`config.mk`:
```
export PLATFORM = sky130hd
export DESIGN_NAME = integer_add_and_frame_alloc
export DESIGN_NICKNAME = d
export VERILOG_FILES = /design/src/inc/int_add_pkg.sv /design/src/integer_add_and_frame_alloc.sv
export SDC_FILE = /design/constraint.sdc
export NUM_CORES = 1
export LEC_CHECK = 0
export BUFFER_PORTS_ARGS = -buffer_cell sky130_fd_sc_hd__buf_4
export CORE_AREA = 2 2 146 148
export CTS_CLUSTER_DIAMETER = 50
export DETAILED_ROUTE_END_ITERATION = 10
export DIE_AREA = 0 0 148 150
export PLACE_DENSITY = 0.85
export SETUP_SLACK_MARGIN = 0.5
export SLEW_MARGIN = 10
export SYNTH_ARGS = -nofsm -noshare
export SYNTH_HDL_FRONTEND = slang
export SYNTH_SLANG_ARGS = --single-unit
```
`constraint.sdc`:
```
create_clock -name i_clock -period 8.1 [get_ports i_clock]
set_input_delay 0.81 -clock i_clock [delete_from_list [all_inputs] [get_ports i_clock]]
set_output_delay 0.81 -clock i_clock [all_outputs]
set_load 0.02 [all_outputs]
```
`src/inc/int_add_pkg.sv`:
```
// Package with encodings and limits for the integer add and frame datapath.
package int_add_pkg;
    // Operation selector values.
    localparam logic [1:0] OP_ADD         = 2'h0;
    localparam logic [1:0] OP_POINTER_ADD = 2'h1;
    localparam logic [1:0] OP_ALLOC       = 2'h2;
    // First operand form selector values.
    localparam logic [1:0] FORM_REG       = 2'h0;
    localparam logic [1:0] FORM_SHORT     = 2'h1;
    localparam logic [1:0] FORM_LONG      = 2'h2;
    // Immediate field widths.
    localparam int SHORT_IMM_W = 14;
    localparam int LONG_IMM_W  = 22;
    // Register selector widths.
    localparam int REG_SEL_W   = 7;
    localparam int LONG_SEL_W  = 2;
    // Frame limits.
    localparam logic [6:0] MAX_FRAME  = 7'h60;
    localparam int         ROT_SHIFT  = 3;
    // Pointer add field positions.
    localparam int PTR_SRC_HI = 31;
    localparam int PTR_SRC_LO = 30;
    localparam int PTR_DST_HI = 62;
    localparam int PTR_DST_LO = 61;
    // Reset values of the frame state.
    localparam logic [6:0] FRAME_RESET = 7'h00;
endpackage : int_add_pkg

```
`src/integer_add_and_frame_alloc.sv`:
```
// Execution datapath for add, pointer add and frame allocation.
`timescale 1ns/10ps
// Function
// RULE1 - Add two operands, optionally plus one.
// RULE2 - Sign-extend 14 or 22 bit immediates.
// RULE3 - Long immediate form selects registers 0-3.
// RULE4 - Increment only allowed in register form.
// RULE5 - Result deferred bit ORs source bits.
// RULE6 - False predicate leaves state unchanged.
// RULE7 - Pointer add clears upper 32 bits.
// RULE8 - Pointer add copies bits 31:30 to 62:61.
// RULE9 - Pointer add has register or short form.
// RULE10 - Allocate writes saved state to target.
// RULE11 - New frame size takes effect immediately.
// RULE12 - Frame size is inputs plus locals plus outputs.
// RULE13 - Local size is inputs plus locals.
// RULE14 - Inputs and locals treated identically.
// RULE15 - Allocate may grow or shrink frame.
// RULE16 - Allocate takes four size parameters.
// RULE17 - Single-step trap applies to every instruction; the code raises it only when the qualifying predicate is true.
// RULE18 - Illegal operation on oversize frame or predicate.
// RULE19 - Rotating size multiple of eight, within frame.
// RULE20 - Sums wrap with no carry flag.
// RULE21 - Frame state commits with target write.
module integer_add_and_frame_alloc #(
    parameter int DATA_W = 64                 // Register data width.
) (
    input  wire logic              i_clock,             // System clock.
    input  wire logic              i_rst,               // Sync reset.
    input  wire logic              i_valid,             // Instruction issue.
    input  wire logic [1:0]        i_op,                // Operation select.
    input  wire logic [1:0]        i_form,              // Operand form.
    input  wire logic              i_increment_variant, // Add one more.
    input  wire logic              i_qualifying_predicate, // Predicate value.
    input  wire logic              i_pred_is_zero,      // Predicate is reg 0.
    input  wire logic              i_single_step,       // Single-step enable.
    input  wire logic [6:0]        i_target_sel,        // Target register.
    input  wire logic [6:0]        i_src3_sel,          // Second source sel.
    input  wire logic [DATA_W-1:0] i_src2,              // First reg operand.
    input  wire logic              i_src2_nat,          // Its deferred bit.
    input  wire logic [DATA_W-1:0] i_src3,              // Second operand.
    input  wire logic              i_src3_nat,          // Its deferred bit.
    input  wire logic [13:0]       i_short_immediate,   // 14-bit immediate.
    input  wire logic [21:0]       i_long_immediate,    // 22-bit immediate.
    input  wire logic [6:0]        i_size_in,           // Input region size.
    input  wire logic [6:0]        i_size_local,        // Local region size.
    input  wire logic [6:0]        i_size_out,          // Output region size.
    input  wire logic [6:0]        i_size_rot,          // Rotating size.
    input  wire logic [DATA_W-1:0] i_saved_state,       // Saved caller state.
    output logic                   o_wr_en,             // Target write pulse.
    output logic [6:0]             o_wr_sel,            // Target register.
    output logic [DATA_W-1:0]      o_wr_data,           // Result data.
    output logic                   o_wr_nat,            // Result deferred bit.
    output logic [6:0]             o_frame_size,        // Current frame size.
    output logic [6:0]             o_local_size,        // Current local size.
    output logic [3:0]             o_rot_groups,        // Rotating size / 8.
    output logic                   o_frame_update,      // Frame commit pulse.
    output logic                   o_illegal_op,        // Illegal op pulse.
    output logic                   o_single_step_trap   // Step trap pulse.
);

    // Elaboration check: the pointer add layout needs 64 bits.
    if (DATA_W != 64)
    begin : g_bad_width
        $error("DATA_W must be 64");
    end

    // Combinational next values.
    logic              next_wr_en;
    logic [6:0]        next_wr_sel;
    logic [DATA_W-1:0] next_wr_data;
    logic              next_wr_nat;
    logic [6:0]        next_frame_size;
    logic [6:0]        next_local_size;
    logic [3:0]        next_rot_groups;
    logic              next_frame_update;
    logic              next_illegal_op;
    logic              next_single_step_trap;

    // Working values of the datapath.
    logic [DATA_W-1:0] first_op;      // Selected first operand.
    logic              first_nat;     // Deferred bit of first operand.
    logic [DATA_W-1:0] sum;           // Wrapped sum.
    logic [7:0]        sof_wide;      // Frame size with headroom.
    logic [7:0]        sol_wide;      // Local size with headroom.
    logic              bad_form;      // Operand form unusable.
    logic              bad_alloc;     // Frame request illegal.

    // Select operand, add and decode faults for the issued instruction.
    always_comb
    begin
        first_op  = i_src2;
        first_nat = i_src2_nat;
        bad_form  = 1'b0;
        // Immediates are sign-extended and carry no deferred bit.
        case (i_form)
            int_add_pkg::FORM_REG:
            begin
                first_op  = i_src2;
                first_nat = i_src2_nat;
            end
            int_add_pkg::FORM_SHORT:
            begin
                first_op  = {{(DATA_W-14){i_short_immediate[13]}},
                             i_short_immediate}; // RULE2
                first_nat = 1'b0; // RULE5
            end
            int_add_pkg::FORM_LONG:
            begin
                first_op  = {{(DATA_W-22){i_long_immediate[21]}},
                             i_long_immediate}; // RULE2
                first_nat = 1'b0; // RULE5
                // The long form reaches only registers zero to three.
                bad_form  = (i_src3_sel[6:2] != 5'h00) // RULE3
                    || (i_op != int_add_pkg::OP_ADD); // RULE9
            end
            default:
            begin
                bad_form = 1'b1;
            end
        endcase
        // Increment is meaningful only with two register operands.
        if (i_increment_variant && (i_form != int_add_pkg::FORM_REG))
        begin
            bad_form = 1'b1; // RULE4
        end
        // Sum wraps modulo two to the width; no carry is kept.
        sum = first_op + i_src3
            + {{(DATA_W-1){1'b0}}, (i_increment_variant
                && i_op == int_add_pkg::OP_ADD)}; // RULE1 RULE20
        // Inputs and locals simply add; no distinction is made.
        sof_wide = {1'b0, i_size_in} + {1'b0, i_size_local}
            + {1'b0, i_size_out}; // RULE12 RULE14 RULE16
        sol_wide = {1'b0, i_size_in} + {1'b0, i_size_local}; // RULE13
        bad_alloc = (sof_wide > {1'b0, int_add_pkg::MAX_FRAME})
            || ({1'b0, i_size_rot} > sof_wide)
            || (sol_wide > sof_wide)
            || (i_size_rot[2:0] != 3'h0)
            || !i_pred_is_zero; // RULE18 RULE19
    end

    // Compute the next outputs and frame state.
    always_comb
    begin
        next_wr_en            = 1'b0;
        next_wr_sel           = o_wr_sel;
        next_wr_data          = o_wr_data;
        next_wr_nat           = o_wr_nat;
        next_frame_size       = o_frame_size;
        next_local_size       = o_local_size;
        next_rot_groups       = o_rot_groups;
        next_frame_update     = 1'b0;
        next_illegal_op       = 1'b0;
        next_single_step_trap = 1'b0;
        // A false predicate leaves all state as it was.
        if (i_valid && i_qualifying_predicate) // RULE6
        begin
            next_single_step_trap = i_single_step; // RULE17
            case (i_op)
                int_add_pkg::OP_ADD:
                begin
                    // Plain add writes the sum and merged deferred bit.
                    if (bad_form)
                    begin
                        next_illegal_op = 1'b1;
                    end
                    else
                    begin
                        next_wr_en   = 1'b1; // RULE1
                        next_wr_sel  = i_target_sel;
                        next_wr_data = sum;
                        next_wr_nat  = first_nat | i_src3_nat; // RULE5
                    end
                end
                int_add_pkg::OP_POINTER_ADD:
                begin
                    // Pointer add keeps the low word and region bits.
                    if (bad_form)
                    begin
                        next_illegal_op = 1'b1; // RULE9
                    end
                    else
                    begin
                        next_wr_en   = 1'b1;
                        next_wr_sel  = i_target_sel;
                        next_wr_data = {1'b0, i_src3[31:30], 29'h0,
                                        sum[31:0]}; // RULE7 RULE8
                        next_wr_nat  = first_nat | i_src3_nat; // RULE5
                    end
                end
                int_add_pkg::OP_ALLOC:
                begin
                    // Allocate writes the saved state and new frame.
                    if (bad_alloc)
                    begin
                        next_illegal_op = 1'b1; // RULE18
                    end
                    else
                    begin
                        next_wr_en        = 1'b1; // RULE10 RULE21
                        next_wr_sel       = i_target_sel;
                        next_wr_data      = i_saved_state; // RULE10
                        next_wr_nat       = 1'b0;
                        // Any size up or down is taken as it is.
                        next_frame_size   = sof_wide[6:0]; // RULE11 RULE15
                        next_local_size   = sol_wide[6:0]; // RULE13
                        next_rot_groups   =
                            i_size_rot[6:int_add_pkg::ROT_SHIFT]; // RULE19
                        next_frame_update = 1'b1; // RULE21
                    end
                end
                default:
                begin
                    next_illegal_op = 1'b1;
                end
            endcase
        end
    end

    // Register every output; reset clears the frame state.
    always_ff @(posedge i_clock)
    begin
        if (i_rst)
        begin
            o_wr_en            <= 1'b0;
            o_wr_sel           <= 7'h00;
            o_wr_data          <= '0;
            o_wr_nat           <= 1'b0;
            o_frame_size       <= int_add_pkg::FRAME_RESET;
            o_local_size       <= int_add_pkg::FRAME_RESET;
            o_rot_groups       <= 4'h0;
            o_frame_update     <= 1'b0;
            o_illegal_op       <= 1'b0;
            o_single_step_trap <= 1'b0;
        end
        else
        begin
            o_wr_en            <= next_wr_en;
            o_wr_sel           <= next_wr_sel;
            o_wr_data          <= next_wr_data;
            o_wr_nat           <= next_wr_nat;
            o_frame_size       <= next_frame_size;
            o_local_size       <= next_local_size;
            o_rot_groups       <= next_rot_groups;
            o_frame_update     <= next_frame_update;
            o_illegal_op       <= next_illegal_op;
            o_single_step_trap <= next_single_step_trap;
        end
    end

    // Checks on the datapath behaviour.
    chk_pred_false_quiet: assert property ( // RULE6
        @(posedge i_clock) disable iff (i_rst)
        (i_valid && !i_qualifying_predicate) |=> !o_wr_en && !o_illegal_op)
        else $error("false predicate changed state");
    chk_add_sum_value: assert property ( // RULE1
        @(posedge i_clock) disable iff (i_rst)
        (i_valid && i_qualifying_predicate && i_op == int_add_pkg::OP_ADD
         && i_form == int_add_pkg::FORM_REG)
        |=> o_wr_data == $past(i_src2) + $past(i_src3)
            + {63'h0, $past(i_increment_variant)})
        else $error("register add sum wrong");
    chk_short_sign_ext: assert property ( // RULE2
        @(posedge i_clock) disable iff (i_rst)
        (i_valid && i_qualifying_predicate && i_op == int_add_pkg::OP_ADD
         && i_form == int_add_pkg::FORM_SHORT && !i_increment_variant)
        |=> o_wr_data == {{50{$past(i_short_immediate[13])}},
            $past(i_short_immediate)} + $past(i_src3))
        else $error("short immediate add wrong");
    chk_incr_imm_bad: assert property ( // RULE4
        @(posedge i_clock) disable iff (i_rst)
        (i_valid && i_qualifying_predicate && i_increment_variant
         && i_op == int_add_pkg::OP_ADD && i_form != int_add_pkg::FORM_REG)
        |=> o_illegal_op && !o_wr_en)
        else $error("increment accepted with immediate");
    chk_nat_merge: assert property ( // RULE5
        @(posedge i_clock) disable iff (i_rst)
        (o_wr_en && !o_frame_update) |->
        o_wr_nat == (($past(i_form) == int_add_pkg::FORM_REG
            && $past(i_src2_nat)) || $past(i_src3_nat)))
        else $error("deferred bit wrong");
    chk_ptr_upper_bits: assert property ( // RULE7 RULE8
        @(posedge i_clock) disable iff (i_rst)
        (i_valid && i_qualifying_predicate
         && i_op == int_add_pkg::OP_POINTER_ADD && !bad_form)
        |=> o_wr_data[63] == 1'b0 && o_wr_data[60:32] == 29'h0
            && o_wr_data[62:61] == $past(i_src3[31:30]))
        else $error("pointer add upper bits wrong");
    chk_alloc_commit: assert property ( // RULE10 RULE12 RULE21
        @(posedge i_clock) disable iff (i_rst)
        o_frame_update |-> o_wr_en && o_wr_data == $past(i_saved_state)
            && o_frame_size == $past(i_size_in) + $past(i_size_local)
               + $past(i_size_out))
        else $error("allocate commit wrong");
    chk_alloc_limit: assert property ( // RULE18 RULE19
        @(posedge i_clock) disable iff (i_rst)
        o_frame_update |-> o_frame_size <= int_add_pkg::MAX_FRAME
            && o_local_size <= o_frame_size
            && {o_rot_groups, 3'h0} <= o_frame_size)
        else $error("frame limits broken");
    chk_step_trap: assert property ( // RULE17
        @(posedge i_clock) disable iff (i_rst)
        (i_valid && i_qualifying_predicate && i_single_step)
        |=> o_single_step_trap)
        else $error("single-step trap missing");

endmodule : integer_add_and_frame_alloc
```
== After elaboration in Yosys (flattened, before gate mapping) ==
Index checks and enable logic that the tools add are counted.

* Add/sub/neg operators: 4
* $lt $le $gt $ge: 3
* Equality and inequality tests: 8
* Mux-type cells: 20
* Bitwise logic cells: 4
* Reduce and logical (&&, ||, !) cells: 25

{| class="wikitable"
|+ Operators with widths
! kind !! count
|-
| $mux W64 || 3
|-
| $pmux W64 S3 || 1
|-
| $pmux W64 S2 || 1
|-
| $add A64 B1 Y64 || 1
|-
| $add A64 B64 Y64 || 1
|-
| $mux W7 || 2
|-
| $pmux W7 S2 || 1
|-
| $add A7 B7 Y8 || 1
|-
| $add A8 B7 Y8 || 1
|-
| $gt A7 B8 Y1 || 1
|-
| $gt A8 B7 Y1 const B || 1
|-
| $gt A8 B8 Y1 || 1
|-
| $mux W1 || 8
|-
| $ne A2 B2 Y1 const B || 4
|-
| $pmux W1 S2 || 4
|-
| $reduce_or A2 Y1 || 4
|-
| $reduce_bool A2 Y1 || 3
|-
| $reduce_bool A3 Y1 || 2
|-
| $logic_or A1 B1 Y1 || 5
|-
| $reduce_and A5 Y1 || 1
|-
| $reduce_bool A5 Y1 || 1
|-
| $eq A2 B1 Y1 const B || 2
|-
| $eq A2 B2 Y1 const B || 2
|-
| $logic_not A2 Y1 || 2
|-
| 7 further kinds || 11
|}

* Register bits after elaboration: 94
* Input bits: 283
* Output and inout bits: 94
* Word-level logic and storage cells: 74

== Logic depth before layout (Yosys ltp) ==
* Word-level depth: 9
* Gate-level depth with buffers: 22
* Gate-level depth less buffers: 20

== Worst setup path before layout ==
OpenSTA, ideal clock, no wires.

* Path kind: in2reg
* Start point: input port i_size_in[0]
* End point: register o_wr_data[10]
* Setup time: 0.086 ns
* Arrival: 4.880 ns
* Required time: 8.014 ns
* Path slack: 3.134 ns
* Cell stages on the path: 21
* Buffers on the path: 3
* Cells stage by stage: ha_1 -> fa_1 -> a21o_1 -> a21oi_1 -> xnor2_1 -> ha_1 -> o21ai_1 -> a21o_1 -> a21boi_0 -> inv_1 -> ha_1 -> and3_1 -> a31oi_1 -> a22oi_1 -> a211oi_1 -> nor4_2 -> o2111a_1 -> buf_4 -> buf_6 -> buf_2 -> a211oi_1

* Cells in the longest elaborated chain, start to end: 9
* Elaborated cells on any way between the ends: 11
* Those cells by class: add/sub (2); order compare (3); eq/ne (1); reduce/logical (5)

{| class="wikitable"
|+ Ends and longest elaborated chain
! what !! line !! RTL
|-
| start: declaration || integer_add_and_frame_alloc.sv:45 || <nowiki>input wire logic [6:0] i_size_in,</nowiki>
|-
| $add A7 B7 Y8 * || integer_add_and_frame_alloc.sv:134 || <nowiki>sol_wide = {1'b0, i_size_in} + {1'b0, i_size_local};</nowiki>
|-
| via sol_wide[4] || integer_add_and_frame_alloc.sv:85 || <nowiki>logic [7:0] sol_wide;</nowiki>
|-
| $add A8 B7 Y8 || integer_add_and_frame_alloc.sv:133 || <nowiki>+ {1'b0, i_size_out};</nowiki>
|-
| $gt A8 B7 Y1 / $gt A7 B8 Y1 (equally long branches) || integer_add_and_frame_alloc.sv:135, integer_add_and_frame_alloc.sv:136 ||
|-
| $logic_or A1 B1 Y1 || integer_add_and_frame_alloc.sv:136 || <nowiki>|| ({1'b0, i_size_rot} > sof_wide)</nowiki>
|-
| $logic_or A1 B1 Y1 * || integer_add_and_frame_alloc.sv:137 || <nowiki>|| (sol_wide > sof_wide)</nowiki>
|-
| $logic_or A1 B1 Y1 * || integer_add_and_frame_alloc.sv:138 || <nowiki>|| (i_size_rot[2:0] != 3'h0)</nowiki>
|-
| $logic_or A1 B1 Y1 * || integer_add_and_frame_alloc.sv:139 || <nowiki>|| !i_pred_is_zero;</nowiki>
|-
| $ne A2 B2 Y1 (no line) * || n/a ||
|-
| $reduce_and A5 Y1 (no line) * || n/a ||
|-
| end signal: assignment || integer_add_and_frame_alloc.sv:240 || <nowiki>o_wr_data <= next_wr_data;</nowiki>
|-
| end: declaration || integer_add_and_frame_alloc.sv:52 || <nowiki>output logic [DATA_W-1:0] o_wr_data,</nowiki>
|}

Mark *: on every way through the listed nets, which the timed path passes. The rest lies on a longest branch.
A chain may end at the register's enable or synchronous reset.

== Worst setup path after layout ==
* Start point: input port i_size_in[0]
* End point: register o_wr_data[58]

Same word-level chain as after synthesis.

==> results.txt <==
* GR Util met2: between 50 and 60%
* Placement row count: 53
- Number of buffer and inverter stages on the critical path: 3
- Run status: finished, final reports clean
- Global routing consumed, on the met1 layer, approximately 43% of the routing resources.
- Based on the critical path, the design can be clocked at up to between 150 and 200 MHz.
- Type of the tightest min-delay check: flip-flop to flip-flop
* Unrepaired setup endpoints after global routing: false
- CP endpoint kind: flip-flop
- Detailed Place HPWL: 29.74 mm
- In the layout the commonest cells are sky130_fd_sc_hd__buf_4, sky130_fd_sc_hd__nor2_1, sky130_fd_sc_hd__a21oi_1.
* Top_reg_cell synth: sky130_fd_sc_hd__dfxtp_1
* Largest voltage drop on the vdd net: 0.09152 mV
- Counting every sink on the clock net gives between 90 and 100.
- CTS placed an instance of sky130_fd_sc_hd__clkbuf_16 at the clock tree root.
- Cell leakage power: between 5 and 6 nW
- Crit path top cell by count: sky130_fd_sc_hd__ha_1
- Cell variety after synth: between 80 and 90
- In the post-synthesis netlist, the biggest area contributors are sky130_fd_sc_hd__dfxtp_1, sky130_fd_sc_hd__ha_1, sky130_fd_sc_hd__nor2_1.
- In this run the tightest slew margin relative to its limit is between 30 and 40%.
- Max-cap check violation count: 0
- After clock tree synthesis, the flow added hold-fix buffers numbering 0.
- GRT overflow: 0
* Final clock period utilization by the worst path: ~76%
- Top cell type's share of synthesized area: between 10% and 20%
- In the routed layout, each cell is associated on average with a via count of between 6 and 7.
- Of the synthesized area, sequential elements account for between 10% and 20%.
- Synthesized instance count: approximately 1300
* Die Area: 22200 um^2
* Synth area leader: sky130_fd_sc_hd__dfxtp_1
- Cell area after synthesis: 9883 um^2
- The region available for standard cell placement spans about 21000 um^2.
- TritonCTS clock tree: yes
- Die outline height: 150 um
* Req. time, crit path: between 8 and 9 ns
- Data on the critical path arrives at its endpoint at ~6.4 ns.
- STA classifies the critical path startpoint as a primary input.
- In the final routed layout, each cell accounts on average for 19.56 um.
* Clock Path Buffers: 2
* Clock slew at the register clock pins of the worst setup and hold paths: ~0.07 ns
- In this run the worst path has a maximum fanout of slightly above 60.
* GR Util All Layers: 32.30%
* Number of buffers created by CTS: 9
- For this design the top-level I/O count stands at roughly 380.
- For this block, the initial DRC count from the detailed router was ~960.
- Layout cell share with drive strength beyond 1: 26.33%
- After synthesis, the share of flip-flops with an asynchronous set or reset is 0%.
- For this run, design rule violations remaining after detail routing come to 0.
- Instance area after placement: between 10000 and 15000 um^2
* Global placer's final weighted congestion: just over 1
- Crit-path slowest cell: sky130_fd_sc_hd__o2111a_4
* Fillers: approximately 1800
- CTS H-tree lvls: 3
* Total wirelength of the detailed-routed design: 37.48 mm
* # setup viols final: 0
- The repair_antennas step left the layout with diodes totalling 0.
- The number of nets in the synthesized netlist is 1709.
- The pre-antenna-repair detailed-routing pass consisted of 6 iterations.
- Buffers added to address setup during post-CTS repair amount to 0.
- Fin Setup TNS: 0 ns
* Minimum period implied by the final worst setup slack: 6.158 ns
* Slew @ Worst Pin: ~0.94 ns
- Overall die width: between 100 and 150 um
- Among cell families on the critical path, the largest total delay comes from compound AO/OA/AOI/OAI gates.
- In this run the remaining antenna-violating nets after routing total 0.
- Post-layout instance area: between 10000 and 15000 um^2
- Global-route track usage on met3: roughly 4.0%
- During synthesis, Yosys emitted a total of 0 warnings.
- The number of pins exceeding their max-slew limit in the final report came to 0.
* Antenna violations before repair: 0
- By startpoint and endpoint, the worst setup path is classified as primary input to flip-flop.
- Worst-skew pair later-pin latency: between 0.3 and 0.4 ns
- Cell chain of the critical path: buf_4, ha_1, fa_1, a21o_1, a21oi_1, xnor2_1, ha_1, o21ai_1, a21o_1, a21boi_0, inv_1, ha_1, nor2_1, a211oi_1, o22ai_1, a211oi_1, nor4_2, o2111a_4, buf_4, nor2_1, a311oi_1
* Starting Density: 47.77%
- The final-report hold violation count is 0.
- First-pass GRT wire length: 57.35 mm
- Post-synthesis average cell area: 7.448 um^2
- Max stage delay on crit path: between 0.7 and 0.8 ns
- In this run the power density over the cells is approximately 170 nW/um^2.
* Gr busiest metal: met2
- The number of gates resized after CTS was 0.
- Entering global routing, the biggest net connects 80 pins.
* Most common library cell in the layout ignoring fill and taps: sky130_fd_sc_hd__buf_4
* Number of register bits inferred by synthesis: 94
- The synthesized design contains 0 enable-type register cells.
* Worst clock skew: 0 ns
* Final layout net count: roughly 2000
* Via count of the first global-routing pass: approximately 11000
- Via Count: 11670
* Area grow syn2layout: 31.97%
- Input and output buffers added on the ports amount to ~370.
==> kinds of logic after synthesis <==
family | count (synthesis) | share of synthesized area [%]
AOI/OAI and AO/OA | 492 | 34.09
and+or+nand+nor | 439 | 20.85
buffers and inverters | 121 | 5.482
adders and majority gates | 99 | 12.84
DFF | 94 | 19.04
xor gates and xnor gates | 50 | 4.431
muxes | 32 | 3.266
==> sequential cells by signal (all words and copies together) (netlist names) <==
signal and cells:
o_wr_data 64, o_frame_size 7, o_local_size 7, o_wr_sel 7
o_rot_groups 4, o_frame_update 1, o_illegal_op 1, o_single_step_trap 1
o_wr_en 1, o_wr_nat 1
==> synthesized netlist by cell type, drive strengths merged, types with 4 or more instances <==
cell type  number
mux2i          30
nand4          29
o21bai         13
a31oi          12
o21a           58
xor2           21
ha             95
inv            33
a211oi         60
nor3b           7
a211o           4
nor2b          12
nor4            9
nor3           22
and2            4
o21ai          66
a21o           25
o31ai          11
nor2          177
o211ai          6
o2111ai         4
nand2b          5
xnor2          29
fa              4
nand2         103
and3           14
a2111oi         5
a221oi         10
buf            31
a311oi         14
nand3          27
or3             7
or2             6
dfxtp          94
a21oi         118
a22oi          56
clkbuf         57
==> final timing paths <==
check	slack, ns	start	cells after the start	to
worst max-delay path	1.94	i_size_in[0]	21	o_wr_data[58]$_SDFFE_PP0P_
worst min register to register	0.46	o_frame_size[6]$_SDFFE_PP0P_	2	o_frame_size[6]$_SDFFE_PP0P_
worst min-delay path	0.46	o_frame_size[6]$_SDFFE_PP0P_	2	o_frame_size[6]$_SDFFE_PP0P_
worst max register to register	7.28	o_wr_data[61]$_SDFFE_PP0P_	2	o_wr_data[61]$_SDFFE_PP0P_
==> worst register-to-register path, cell delays in order (launching register included) <==
cell and delay (ns):
sky130_fd_sc_hd__dfxtp_1 0.35, sky130_fd_sc_hd__nor3b_1 0.15, sky130_fd_sc_hd__a41o_1 0.23
==> report_power, final <==
part           switching [W]  internal (W)
Sequential         0.0000120      0.000483
Combinational       0.000729      0.000510
Clock               0.000210      0.000260
Total               0.000951       0.00125
==> routing by layer <==
layer,vias up,share of wire [%]
met1,5371,42
met4,0,3.6
li1,5599,-
met2,613,46
met3,89,8.5
met5,-,0
==> area by class of cell <==
cell class,count,area (um^2),share of cell area [%]
clock buffer,11,252.7,1.938
clock inverter,5,63.81,0.4893
inverter,33,123.9,0.9497
multi-input combinational,1112,7478,57.34
sequential,94,1882,14.43
tap,275,344.1,2.638
timing repair buffer,386,2898,22.22
==> per-stage QoR <==
stage                     setup slack, ns  power, W  hold WS, ns  util, %  instances
after detailed placement            1.592  0.001708       0.4535    61.51       1900
after CTS                           1.953  0.002183       0.4622    63.04       1916
after global routing                1.555  0.002345       0.4800    63.04       1916
after floorplan                     3.134  0.001341       0.5303        -       1327
after global placement              1.764  0.001690       0.4437    61.51       1900
final                               1.942  0.002204       0.4561    63.04       1916
Note: power is estimated with default switching activity, not from simulation.
